### config.mk
export PLATFORM = sky130hd
export DESIGN_NAME = pci_arbiter_lock_error
export DESIGN_NICKNAME = d
export VERILOG_FILES = /design/src/logic/pci_arb_pkg.sv /design/src/logic/pci_arbiter_lock_error.sv
export SDC_FILE = /design/constraint.sdc
export NUM_CORES = 1
export LEC_CHECK = 0
export BUFFER_PORTS_ARGS = -buffer_cell sky130_fd_sc_hd__buf_2
export CAP_MARGIN = 20
export CORE_ASPECT_RATIO = 0.75
export CORE_MARGIN = 5
export CORE_UTILIZATION = 29
export DETAILED_ROUTE_END_ITERATION = 8
export SLEW_MARGIN = 30
export SYNTH_ARGS = -nofsm -noshare
export SYNTH_HDL_FRONTEND = slang
export SYNTH_SLANG_ARGS = --single-unit
### constraint.sdc
create_clock -name mclk -period 2.7 [get_ports mclk]
set_clock_uncertainty 0.2 [all_clocks]
set_input_delay 0.135 -clock mclk [delete_from_list [all_inputs] [get_ports mclk]]
set_output_delay 0.135 -clock mclk [all_outputs]
set_load 0.01 [all_outputs]
### src/logic/pci_arb_pkg.sv
package pci_arb_pkg;

	// Grant is withdrawn if no cycle has started this many clocks after it
	localparam int unsigned GNT_TIMEOUT_CLKS = 16;
	localparam logic [4:0]  GNT_TIMEOUT_LAST = 5'(GNT_TIMEOUT_CLKS - 1);
	// Clock after the address phase at which subtractive decode claims
	localparam logic [2:0]  SUBTRACTIVE_CLK  = 3'h4;
	// Smallest region covered by a lock, in bytes
	localparam int unsigned LOCK_MIN_BYTES   = 16;
	// Command as it appears on the active-low command/byte-enable pins
	localparam logic [3:0]  CMD_SPECIAL      = 4'h1;
	localparam logic [3:0]  CMD_RESET        = 4'h0;
	localparam logic [2:0]  GNT_N_RESET      = 3'h7;
	localparam logic [1:0]  MASTER_RESET     = 2'h0;
	localparam logic [1:0]  RR_LAST_RESET    = 2'h2;

	typedef enum logic [1:0] {
		ARB_IDLE    = 2'b00,
		ARB_GRANTED = 2'b01,
		ARB_GAP     = 2'b10
	} arb_state_t;

	// Bus pins as sampled, all active-low as on the wire except ad and par
	typedef struct packed {
		logic [2:0]  req_n;
		logic        frame_n;
		logic        irdy_n;
		logic        trdy_n;
		logic        devsel_n;
		logic        lock_n;
		logic        par;
		logic [3:0]  cbe_n;
		logic [31:0] ad;
	} pci_pins_t;

	localparam pci_pins_t PINS_IDLE = '{
		req_n: 3'h7, frame_n: 1'b1, irdy_n: 1'b1, trdy_n: 1'b1, devsel_n: 1'b1,
		lock_n: 1'b1, par: 1'b0, cbe_n: 4'hF, ad: 32'h0000_0000};

	// Open-drain or shared pin drive: level and enable
	typedef struct packed {
		logic out;
		logic oe;
	} pin_drive_t;

endpackage : pci_arb_pkg

### src/logic/pci_arbiter_lock_error.sv
`timescale 1ns/1ps
module pci_arbiter_lock_error (
	input  wire logic                 mclk,
	input  wire logic                 srst,
	input  wire pci_arb_pkg::pci_pins_t pins,
	input  wire logic                 arb_round_robin,
	input  wire logic                 sys_lock_en,
	input  wire logic                 own_master_busy,
	input  wire logic                 own_target_claim,
	input  wire logic                 parity_check_en,
	input  wire logic                 dram_read_par_err,
	output logic [2:0]                gnt_n,
	output pci_arb_pkg::pin_drive_t   perr_drive,
	output pci_arb_pkg::pin_drive_t   serr_drive,
	output logic                      master_abort,
	output logic                      lock_held,
	output logic [1:0]                lock_owner
);

	typedef struct packed {
		pci_arb_pkg::pci_pins_t  s1;
		pci_arb_pkg::pci_pins_t  s2;
		logic                    frame_q;
		logic                    lock_q;
		pci_arb_pkg::arb_state_t arb;
		logic [2:0]              gnt_n;
		logic [1:0]              cur;
		logic [1:0]              rr_last;
		logic [4:0]              tmo;
		logic                    started;
		logic                    lock_held;
		logic [1:0]              lock_owner;
		logic [3:0]              cmd;
		logic                    in_txn;
		logic                    mst_own;
		logic [2:0]              dcnt;
		logic                    dsel_seen;
		logic                    abort;
		logic                    chk_pend;
		logic                    par_exp;
		pci_arb_pkg::pin_drive_t perr;
		pci_arb_pkg::pin_drive_t serr;
	} st_t;

	st_t st;
	st_t next_st;

	// Fixed scheme: master 0 highest. Rotating: first after the last granted.
	function automatic logic [1:0] pick(input logic [2:0] elig, input logic rr,
	                                    input logic [1:0] last);
		logic [1:0] idx;
		idx = 2'h0;
		if (rr) begin
			// Search starts just after the master served last
			case (last)
				2'h0: begin
					if (elig[1]) begin
						idx = 2'h1;
					end else if (elig[2]) begin
						idx = 2'h2;
					end else begin
						idx = 2'h0;
					end
				end
				2'h1: begin
					if (elig[2]) begin
						idx = 2'h2;
					end else if (elig[0]) begin
						idx = 2'h0;
					end else begin
						idx = 2'h1;
					end
				end
				2'h2: begin
					if (elig[0]) begin
						idx = 2'h0;
					end else if (elig[1]) begin
						idx = 2'h1;
					end else begin
						idx = 2'h2;
					end
				end
				default: begin
					if (elig[1]) begin
						idx = 2'h1;
					end else if (elig[2]) begin
						idx = 2'h2;
					end else begin
						idx = 2'h0;
					end
				end
			endcase
		end else begin
			if (elig[0]) begin
				idx = 2'h0;
			end else if (elig[1]) begin
				idx = 2'h1;
			end else if (elig[2]) begin
				idx = 2'h2;
			end
		end
		return idx;
	endfunction : pick

	// One low grant line per master index
	function automatic logic [2:0] grant_for(input logic [1:0] idx);
		logic [2:0] g;
		g = pci_arb_pkg::GNT_N_RESET;
		case (idx)
			2'h0: g = 3'h6;
			2'h1: g = 3'h5;
			2'h2: g = 3'h3;
			default: g = pci_arb_pkg::GNT_N_RESET;
		endcase
		return g;
	endfunction : grant_for

	// Any eligible request ahead of the current master in fixed order
	function automatic logic ahead(input logic [2:0] elig, input logic [1:0] cur);
		logic a;
		a = 1'b0;
		case (cur)
			2'h0: a = 1'b0;
			2'h1: a = elig[0];
			2'h2: a = |elig[1:0];
			default: a = |elig;
		endcase
		return a;
	endfunction : ahead

	always_comb begin
		logic [2:0] req;
		logic [2:0] elig;
		logic [1:0] win;
		logic       frame_start;
		logic       lock_start;
		logic       lock_end;
		logic       xfer;
		logic       is_read;
		logic       responsible;
		logic       par_bad;
		logic       higher;
		logic       drop_pri;
		logic       drop_tmo;
		logic       drop_req;
		logic       watch;
		logic       due;
		logic       lock_take;
		logic       perr_tail;
		req = 3'h0;
		elig = 3'h0;
		win = 2'h0;
		frame_start = 1'b0;
		lock_start = 1'b0;
		lock_end = 1'b0;
		xfer = 1'b0;
		is_read = 1'b0;
		responsible = 1'b0;
		par_bad = 1'b0;
		higher = 1'b0;
		drop_pri = 1'b0;
		drop_tmo = 1'b0;
		drop_req = 1'b0;
		watch = 1'b0;
		due = 1'b0;
		lock_take = 1'b0;
		perr_tail = 1'b0;
		next_st = st;

		// Two-stage capture of everything arriving from the bus
		next_st.s1 = pins;
		next_st.s2 = st.s1;
		next_st.frame_q = st.s2.frame_n;
		next_st.lock_q = st.s2.lock_n;

		frame_start = st.frame_q && !st.s2.frame_n;
		lock_start = st.lock_q && !st.s2.lock_n;
		lock_end = !st.lock_q && st.s2.lock_n;

		// Lock ownership follows the lock handshake, not the grant
		lock_take = lock_start && st.arb == pci_arb_pkg::ARB_GRANTED;
		if (lock_take) begin
			next_st.lock_held = 1'b1;
			next_st.lock_owner = st.cur;
		end
		if (lock_end) begin
			next_st.lock_held = 1'b0;
		end

		// Without system lock mode a held lock does not block others
		req = ~st.s2.req_n;
		elig = req;
		if (sys_lock_en && st.lock_held) begin
			elig = req & ~grant_for(st.lock_owner);
		end
		win = pick(elig, arb_round_robin, st.rr_last);

		case (st.arb)
			pci_arb_pkg::ARB_IDLE: begin
				next_st.gnt_n = pci_arb_pkg::GNT_N_RESET;
				if (|elig) begin
					next_st.gnt_n = grant_for(win);
					next_st.cur = win;
					next_st.rr_last = win;
					next_st.tmo = 5'h00;
					next_st.started = 1'b0;
					next_st.arb = pci_arb_pkg::ARB_GRANTED;
				end
			end
			pci_arb_pkg::ARB_GRANTED: begin
				if (frame_start) begin
					next_st.started = 1'b1;
				end
				if (!st.started) begin
					next_st.tmo = st.tmo + 5'h01;
				end
				higher = ahead(elig, st.cur);
				// Rotating scheme has no higher requester by definition
				drop_pri = higher && !arb_round_robin;
				drop_tmo = !st.started && !frame_start
				           && st.tmo == pci_arb_pkg::GNT_TIMEOUT_LAST;
				// A dropped or refused request frees the bus at once
				drop_req = !elig[st.cur];
				if (drop_pri || drop_tmo || drop_req) begin
					next_st.gnt_n = pci_arb_pkg::GNT_N_RESET;
					next_st.arb = pci_arb_pkg::ARB_GAP;
				end
			end
			pci_arb_pkg::ARB_GAP: begin
				next_st.gnt_n = pci_arb_pkg::GNT_N_RESET;
				next_st.arb = pci_arb_pkg::ARB_IDLE;
			end
			default: begin
				next_st.gnt_n = pci_arb_pkg::GNT_N_RESET;
				next_st.arb = pci_arb_pkg::ARB_IDLE;
			end
		endcase

		// Transaction tracking: command taken at the address phase
		if (frame_start) begin
			next_st.cmd = st.s2.cbe_n;
			next_st.in_txn = 1'b1;
			next_st.mst_own = own_master_busy;
			next_st.dcnt = 3'h0;
			next_st.dsel_seen = 1'b0;
		end else if (st.s2.frame_n && st.s2.irdy_n) begin
			next_st.in_txn = 1'b0;
		end

		// Claim watch for own master cycles; it runs on after the bus goes
		// idle, so a short unclaimed cycle still ends in an abort
		next_st.abort = 1'b0;
		watch = st.mst_own && !frame_start;
		due = st.dcnt == pci_arb_pkg::SUBTRACTIVE_CLK - 3'h1;
		if (watch) begin
			if (!st.s2.devsel_n) begin
				next_st.dsel_seen = 1'b1;
			end
			if (st.dcnt != pci_arb_pkg::SUBTRACTIVE_CLK) begin
				next_st.dcnt = st.dcnt + 3'h1;
			end
			if (due && !st.dsel_seen && st.s2.devsel_n
			    && st.cmd != pci_arb_pkg::CMD_SPECIAL) begin
				next_st.abort = 1'b1;
			end
		end

		// Data phase parity: data at t, parity at t+1, report at t+2
		xfer = st.in_txn && !st.s2.irdy_n && !st.s2.trdy_n;
		is_read = !st.cmd[0];
		responsible = (is_read && st.mst_own)
		              || (!is_read && own_target_claim && !st.s2.devsel_n);
		next_st.chk_pend = xfer && responsible
		                   && st.cmd != pci_arb_pkg::CMD_SPECIAL;
		if (xfer) begin
			next_st.par_exp = ^{st.s2.ad, st.s2.cbe_n};
		end
		par_bad = st.chk_pend && (st.s2.par != st.par_exp);
		perr_tail = st.perr.oe && !st.perr.out;

		if (par_bad) begin
			next_st.perr = '{out: 1'b0, oe: 1'b1};
		end else if (perr_tail) begin
			next_st.perr = '{out: 1'b1, oe: 1'b1};
		end else begin
			next_st.perr = '{out: 1'b1, oe: 1'b0};
		end

		// Open drain: only ever pulls low
		next_st.serr.out = 1'b0;
		next_st.serr.oe = parity_check_en && dram_read_par_err;
	end

	always_ff @(posedge mclk) begin
		if (srst) begin
			st.s1 <= pci_arb_pkg::PINS_IDLE;
			st.s2 <= pci_arb_pkg::PINS_IDLE;
			st.frame_q <= 1'b1;
			st.lock_q <= 1'b1;
			st.arb <= pci_arb_pkg::ARB_IDLE;
			st.gnt_n <= pci_arb_pkg::GNT_N_RESET;
			st.cur <= pci_arb_pkg::MASTER_RESET;
			st.rr_last <= pci_arb_pkg::RR_LAST_RESET;
			st.tmo <= 5'h00;
			st.started <= 1'b0;
			st.lock_held <= 1'b0;
			st.lock_owner <= pci_arb_pkg::MASTER_RESET;
			st.cmd <= pci_arb_pkg::CMD_RESET;
			st.in_txn <= 1'b0;
			st.mst_own <= 1'b0;
			st.dcnt <= 3'h0;
			st.dsel_seen <= 1'b0;
			st.abort <= 1'b0;
			st.chk_pend <= 1'b0;
			st.par_exp <= 1'b0;
			st.perr <= '{out: 1'b1, oe: 1'b0};
			st.serr <= '{out: 1'b0, oe: 1'b0};
		end else begin
			st <= next_st;
		end
	end

	assign gnt_n = st.gnt_n;
	assign perr_drive = st.perr;
	assign serr_drive = st.serr;
	assign master_abort = st.abort;
	assign lock_held = st.lock_held;
	assign lock_owner = st.lock_owner;

endmodule : pci_arbiter_lock_error

==> results of run 1 <==
Yosys cell counts (2+ instances only):
master	number
sky130_fd_sc_hd__o21a_1	2
sky130_fd_sc_hd__or2_1	3
sky130_fd_sc_hd__xnor2_1	31
sky130_fd_sc_hd__mux2i_1	3
sky130_fd_sc_hd__buf_4	9
sky130_fd_sc_hd__or2_2	27
sky130_fd_sc_hd__nor3b_1	2
sky130_fd_sc_hd__o211a_1	2
sky130_fd_sc_hd__nand3_1	4
sky130_fd_sc_hd__a32oi_1	4
sky130_fd_sc_hd__ha_1	7
sky130_fd_sc_hd__o211ai_1	2
sky130_fd_sc_hd__nand2b_1	6
sky130_fd_sc_hd__a21oi_1	13
sky130_fd_sc_hd__o21ai_0	4
sky130_fd_sc_hd__clkbuf_1	13
sky130_fd_sc_hd__nor2b_1	68
sky130_fd_sc_hd__nand2_1	21
sky130_fd_sc_hd__xor2_1	6
sky130_fd_sc_hd__nor2_1	18
sky130_fd_sc_hd__o21ai_1	2
sky130_fd_sc_hd__a211oi_2	2
sky130_fd_sc_hd__inv_1	12
sky130_fd_sc_hd__a211oi_1	2
sky130_fd_sc_hd__a31oi_1	4
sky130_fd_sc_hd__nor3_1	9
sky130_fd_sc_hd__dfxtp_1	125
sky130_fd_sc_hd__or3_1	2
placed cells by master (no fill, tap or decap), types with 12 or more instances in the layout:
cell type and instances:
sky130_fd_sc_hd__dfxtp_1 125, sky130_fd_sc_hd__nor2b_1 68, sky130_fd_sc_hd__buf_2 61, sky130_fd_sc_hd__dlygate4sd3_1 49, sky130_fd_sc_hd__xnor2_1 31, sky130_fd_sc_hd__or2_2 27, sky130_fd_sc_hd__nand2_1 21, sky130_fd_sc_hd__nor2_1 18
sky130_fd_sc_hd__clkbuf_16 17, sky130_fd_sc_hd__a21oi_1 13, sky130_fd_sc_hd__inv_1 12
sequential cells by signal, summed over array words and instances, names as in the netlist:
name,cells
lock_owner,2
gnt_n,3
perr_drive,2
lock_held,1
serr_drive,1
next_st,47
master_abort,1
st,68
routing by layer:
metal	routed length, um	GRT usage (%)
met1	3950	12.1
met2	3610	14.5
met3	352	3.71
met4	116	4.69
met5	0	0
through the flow:
stage / instances / util (%) / setup slack, ns / instance area (um^2)
6_report: 751 / 39.7 / 0.628 / 5990
3_5_place_dp: 670 / 32.5 / 0.681 / 4890
4_1_cts: 751 / 39.7 / 0.670 / 5990
2_1_floorplan: 423 / - / 0.835 / 4420
5_1_grt: 751 / 39.7 / 0.480 / 5990
3_3_place_gp: 670 / 32.5 / 0.725 / 4890
timing repair:
action,CTS,global route
endpoints found under the hold margin,48,0
hold buffers,49,0
gates resized for setup,0,0
cells by family after synthesis:
group / after synthesis / share of synthesized area (%)
adders and majority gates: 7 / 1.98
other: 1 / 0.0848
buffers and inverters: 36 / 3.85
xor gates and xnor gates: 38 / 7.84
muxes: 4 / 1.02
DFF: 125 / 56.6
and+or+nand+nor: 166 / 21.3
AOI/OAI and AO/OA: 46 / 7.35
how the worst min path moves through the flow:
stage	startpoint	to	slack, ns	cells after the start
final	srst	st[12]	0.04	2
after global routing	srst	st[67]	0.08	2
after CTS	srst	st[12]	0.05	2
after detailed placement	pins[32]	next_st[69]	0.12	2
after global placement	pins[43]	next_st[80]	0.12	2
after floorplan	pins[32]	next_st[69]	0.04	1
power by group through the flow:
| stage | clock network [uW] | logic [uW] | registers [uW] |
|---|---|---|---|
| 5_1_grt | 2420 | 455 | 1970 |
| 4_1_cts | 2320 | 414 | 1960 |
| 3_3_place_gp | 0 | 351 | 2000 |
| 6_report | 2260 | 410 | 1960 |
| 3_5_place_dp | 0 | 359 | 2000 |
| 2_1_floorplan | 0 | 272 | 1990 |
worst max-delay path, delay by kind of cell, from the launching register on:
family | cells | cell delay (ns)
fa+ha+maj | 1 | 0.34
simple gates | 2 | 0.40
buf+inv | 1 | 0.11
flops | 1 | 0.41
compound gates | 3 | 0.51
cell type report:
type / count / share of cell area [%]
sequential: 125 / 41.8
multi-input combinational: 262 / 29.2
timing repair buffer: 114 / 13.8
clock buffer: 21 / 7.69
tap: 205 / 4.28
clock inverter: 11 / 2.36
inverter: 13 / 0.836
==> results.md, run 1 <==
* Status: finished, final reports clean
* Proportion of layout cells with a drive suffix above 1 at roughly a quarter
* YS warnings at 0
* Total power density per cell area at approximately 770 mW/mm^2
* Worst Setup End Kind: flop
* P_leak at approximately 0.0024 uW
* Cell count after synthesis at roughly 420
* # IOs at 64
* Upper clock frequency limit at 0.483 GHz
* Post-CTS setup buffer count at 0
* Post-Syn Area at 0.00442 mm^2
* Reg area at 0.00250 mm^2
* Clock buffers created by TritonCTS at 17
* Path type of the worst setup path: reg -> reg
* Maximum number of buffers from clock root to sink at 2
* Setup repair after global routing missed its margin: no
* Most instantiated flip-flop cell in the synthesis netlist: sky130_fd_sc_hd__dfxtp_1
* Final period demand of the worst path at between 2 and 2.5 ns
* Post-layout total power at 4630 uW
* Endpoints failing setup at 0
* Core Footprint at between 0.015 and 0.02 mm^2
* Clock share of power at 48.8%
* Number of rows created at floorplan at 39
* Wire length of the first global-routing pass at 13,400 um
* Clock Latency Late Sink at 0.40 ns
* Average cell area after synthesis at 10.5 um^2
* Area growth syn-to-layout at 35.4%
* Number of filler instances in the final layout at about 1,500
* Initial core utilization at between 20% and 30%
* Launching instance or port of the critical path: st[28]
* Post-detailed-route via-to-cell ratio at 3.98
* Final Hold Viols at 0
* Global placement routability congestion at slightly below 0.9
* CP Data Required Time at 2.80 ns
* Combined area of the multi-input logic cells at roughly 0.0018 mm^2
* Root Buffer Master: sky130_fd_sc_hd__clkbuf_16
* Cell Chain, Critical Path: inv_1 > ha_1 > nor2b_1 > a21boi_1 > a21o_1 > a32oi_1 > or2_1
* Switching part of the total at between 20% and 30%
* Worst path slowest cell: sky130_fd_sc_hd__dfxtp_1
* Share of synthesized flip-flops with an asynchronous set or reset at 0%
* Die width at roughly 150 um
* FF-to-FF End: gnt_n[2]
* Worst path arrival time at about 2.2 ns
* CP max FO at 5
* Number of distinct library cell variants in the gate-level netlist after synthesis at 48
* Initial antenna violation count at 0
* Top cells by area in the synthesized netlist: sky130_fd_sc_hd__dfxtp_1, sky130_fd_sc_hd__nor2b_1, sky130_fd_sc_hd__xnor2_1
* Largest vdd supply drop at approximately 0.41 mV
* Seq pwr share at between 40% and 50%
* Worst stage delay on the critical path at about 0.41 ns
* Detailed Route WL at approximately 8000 um
* Leading area contributor after synthesis: sky130_fd_sc_hd__dfxtp_1
* Cells on worst reg2reg path at 7
* Overall die area at ~0.018 mm^2
* Remaining global-route overflow at 0
* Final antenna-violating net count at 0
* Number of nets in the finished design at just under 600
* Internal power of the cells at about 3700 uW
* Clock sinks at between 100 and 150
* Detail Placement HPWL at 5350 um
* CTS tree: yes
* Number of enable-type register cells in the synthesized netlist at 0
* IO Port Bufs at 62
* Count of vias placed by the detailed router at 2,990
* DRC viols at 0
* H-tree levels at 4
* Die height at approximately 120 um
* FF-to-FF Start: st[28]
* Worst min-delay path class: in -> reg
* Tightest Pin Transition at roughly 0.8 ns
* Comb power frac at about 8.8%
* Violation count after the first detailed-routing iteration at about 180
* Setup tns final at 0 ns
* Fin Hold WS at slightly below 0.04 ns
* Post-Synthesis Net Count at approximately 480
* Synth Register Bits at ~130
* Switching power of the nets at between 900 and 1000 uW
* Relative max-transition margin at approximately 47%
* Largest net degree at the start of global routing at 65
* Global Route Usage Sum at under 10%
* Number of antenna repair diodes at 0
* Number of global-route vias before repair at 2,843
* CTS clock-pin slew for the worst setup and hold paths at approximately 0.06 ns
* Startpoint Class: flop
* Proportion of netlist area held by the largest area contributor at 56.6%
* TritonRoute pass-1 iters at 4
* Fraction of the yosys area taken by sequential cells at 56.6%
* Max-slew violations at 0
* Worst reg-to-reg setup slack at about 0.63 ns
* MaxCap Viol Count at 0
* Share of the cycle needed by the critical path after routing at about three quarters
* Last element of the critical path: gnt_n[2]
* Routed WL per cell at roughly 11 um
No activity file was read; power rests on OpenSTA's default activity.
==> run 2, diff against run 1 <==
==> constraint.sdc (replaced) <==
create_clock -name mclk -period 1.9 [get_ports mclk]
set_clock_uncertainty 0.2 [all_clocks]
set_input_delay 0.095 -clock mclk [delete_from_list [all_inputs] [get_ports mclk]]
set_output_delay 0.095 -clock mclk [all_outputs]
set_load 0.01 [all_outputs]
==> run 2 against run 1 <==
Critical path depth decreased by 1. Critical path type unchanged. Sequential share of layout area decreased by 3.0 points. Global-route usage increased by 1.3 points. Highest routed layer unchanged. Non-clock buffer count increased by 33. Power increased by 48%. Final cell count increased by 4.3%. Worst setup slack got worse by 0.61 ns.
==> results.md, run 2 (synthesis gave the netlist of run 1 again) <==
* Status: finished, final reports clean
* DRC viols at 0
* # IOs at between 60 and 70
* Number of rows created at floorplan at 39
* Number of antenna repair diodes at 0
* Startpoint Class: flop
* Maximum number of buffers from clock root to sink at 2
* Tightest Pin Transition at approximately 0.65 ns
* Core Footprint at roughly 0.015 mm^2
* Initial antenna violation count at 0
* Largest vdd supply drop at about 0.65 mV
* Post-layout utilization of the core at between 40% and 50%
* Relative max-transition margin at between 50% and 60%
* Number of nets in the finished design at ~630
* Worst min-delay path class: in -> reg
* Clock buffers created by TritonCTS at 17
* Register containing the most flip-flops in the final layout: st
* Clock Latency Late Sink at approximately 0.41 ns
* Most common library cell in the layout ignoring fill and taps: sky130_fd_sc_hd__dfxtp_1
* CP Data Required Time at 2.04 ns
* CTS clock-pin slew for the worst setup and hold paths at 0.05 ns
* Overall die area at approximately 0.018 mm^2
* Detail Placement HPWL at roughly 5300 um
* TritonRoute pass-1 iters at 4
* Endpoints failing setup at 0
* Post-detailed-route via-to-cell ratio at 4.04
* Path type of the worst setup path: reg -> reg
* Final antenna-violating net count at 0
* Root Buffer Master: sky130_fd_sc_hd__clkbuf_16
* Final period demand of the worst path at approximately 1.9 ns
* Die height at around 120 um
* Sum of routed wire segments on met1 at about 4200 um
* P_leak at about 0.0027 uW
* Placed Instances at slightly below 700
* Initial core utilization at 29.3%
* Count of vias placed by the detailed router at around 3,200
* Number of filler instances in the final layout at 1,420
* Violation count after the first detailed-routing iteration at about 110
* Largest net degree at the start of global routing at 38
* Detailed Route WL at ~9000 um
* Worst path arrival time at slightly above 2 ns
* Total power density per cell area at 1060 mW/mm^2
* Share of the cycle needed by the critical path after routing at between 90% and 100%
* Flip-flop count of the largest register after layout at 68
* H-tree levels at 4
* CP max FO at 2
* Routed WL per cell at approximately 12 um
* Remaining global-route overflow at 0
* CTS tree: yes
* Number of global-route vias before repair at 3,188
* IO Port Bufs at 62
* Global Route Usage Sum at between 10% and 20%
* Count of placed standard cells in the final layout, fillers left out at 783
* Wire length of the first global-routing pass at approximately 15,000 um
* Post-layout total power at ~6900 uW
* Die width at around 150 um
* MaxCap Viol Count at 0
* Worst Setup End Kind: flop
* Upper clock frequency limit at 0.530 GHz
* Length of routed met2 wiring at roughly 4400 um
* Detailed-routed wire length on met3 at between 300 and 400 um
* Most used cells in the layout excluding fill and tap cells: sky130_fd_sc_hd__dfxtp_1, sky130_fd_sc_hd__nor2b_1, sky130_fd_sc_hd__dlygate4sd3_1
* Area growth syn-to-layout at 46.4%
* Cells on worst reg2reg path at 6
* Top sig layer: met4
* Proportion of layout cells with a drive suffix above 1 at 28.9%
* Clock sinks at roughly 130
* Setup repair after global routing missed its margin: yes
* Final Hold Viols at 0
* Max-slew violations at 0
* Cell depth of the worst hold path at 3
* Global placement routability congestion at approximately 0.82
## run 2: final cells by class
| cell class | count | area (um^2) | share of cell area, % |
|---|---|---|---|
| Timing Repair Buffer | 147 | 1130 | 17.5 |
| Clock buffer | 24 | 482 | 7.44 |
| Tap cell | 205 | 256 | 3.96 |
| Inverter | 13 | 50.0 | 0.773 |
| Clock inverter | 7 | 135 | 2.09 |
| Sequential cell | 125 | 2510 | 38.8 |
| Multi-Input combinational cell | 262 | 1910 | 29.5 |
## run 2: through the flow
step           cell area, um^2  hold WS, ns  TNS, ns  setup slack, ns
6_report                  6480       0.0203        0           0.0135
5_1_grt                   6480       0.0448   -0.285          -0.0992
4_1_cts                   6360       0.0157  -0.0177          -0.0177
3_5_place_dp              5010       0.0794   -0.142          -0.0574
3_3_place_gp              5010       0.0831  -0.0119          -0.0119
2_1_floorplan             4420     -0.00119        0           0.0354
## run 2: path summary, 6_finish.rpt
kind,from,endpoint,slack (ns)
worst max-delay path,st[69],st[4],0.01
worst min-delay path,srst,st[5],0.02
worst max register to register,st[69],st[4],0.01
worst min register to register,next_st[76],st[76],0.20
## run 2: worst max-delay path, stage by stage (launching register included)
cell and delay, ns:
sky130_fd_sc_hd__dfxtp_2 0.34, sky130_fd_sc_hd__xnor2_2 0.13, sky130_fd_sc_hd__xnor2_1 0.19, sky130_fd_sc_hd__xnor2_1 0.16
sky130_fd_sc_hd__xnor3_1 0.47, sky130_fd_sc_hd__xnor2_2 0.15, sky130_fd_sc_hd__a211oi_2 0.16
## run 2: timing repair
item | in CTS | in global routing
setup endpoints to repair | 4 | 11
setup buffers | 0 | 1
cloned | 0 | 0
hold buffers | 67 | 0
gates resized for setup | 11 | 23
pin swaps | 6 | 20
hold endpoints to repair | 57 | 0
## run 2: layer usage
layer  vias up  GRT usage, %
met2        53          17.7
met3        18          4.04
met1      1451          12.9
li1       1644             -
met4         0          5.34
met5         -             0
## run 2: report_power, final
part / internal (uW) / switching, uW / total (uW)
Clock: 2280 / 1060 / 3350
Combinational: 420 / 305 / 725
Sequential: 2740 / 53.9 / 2800
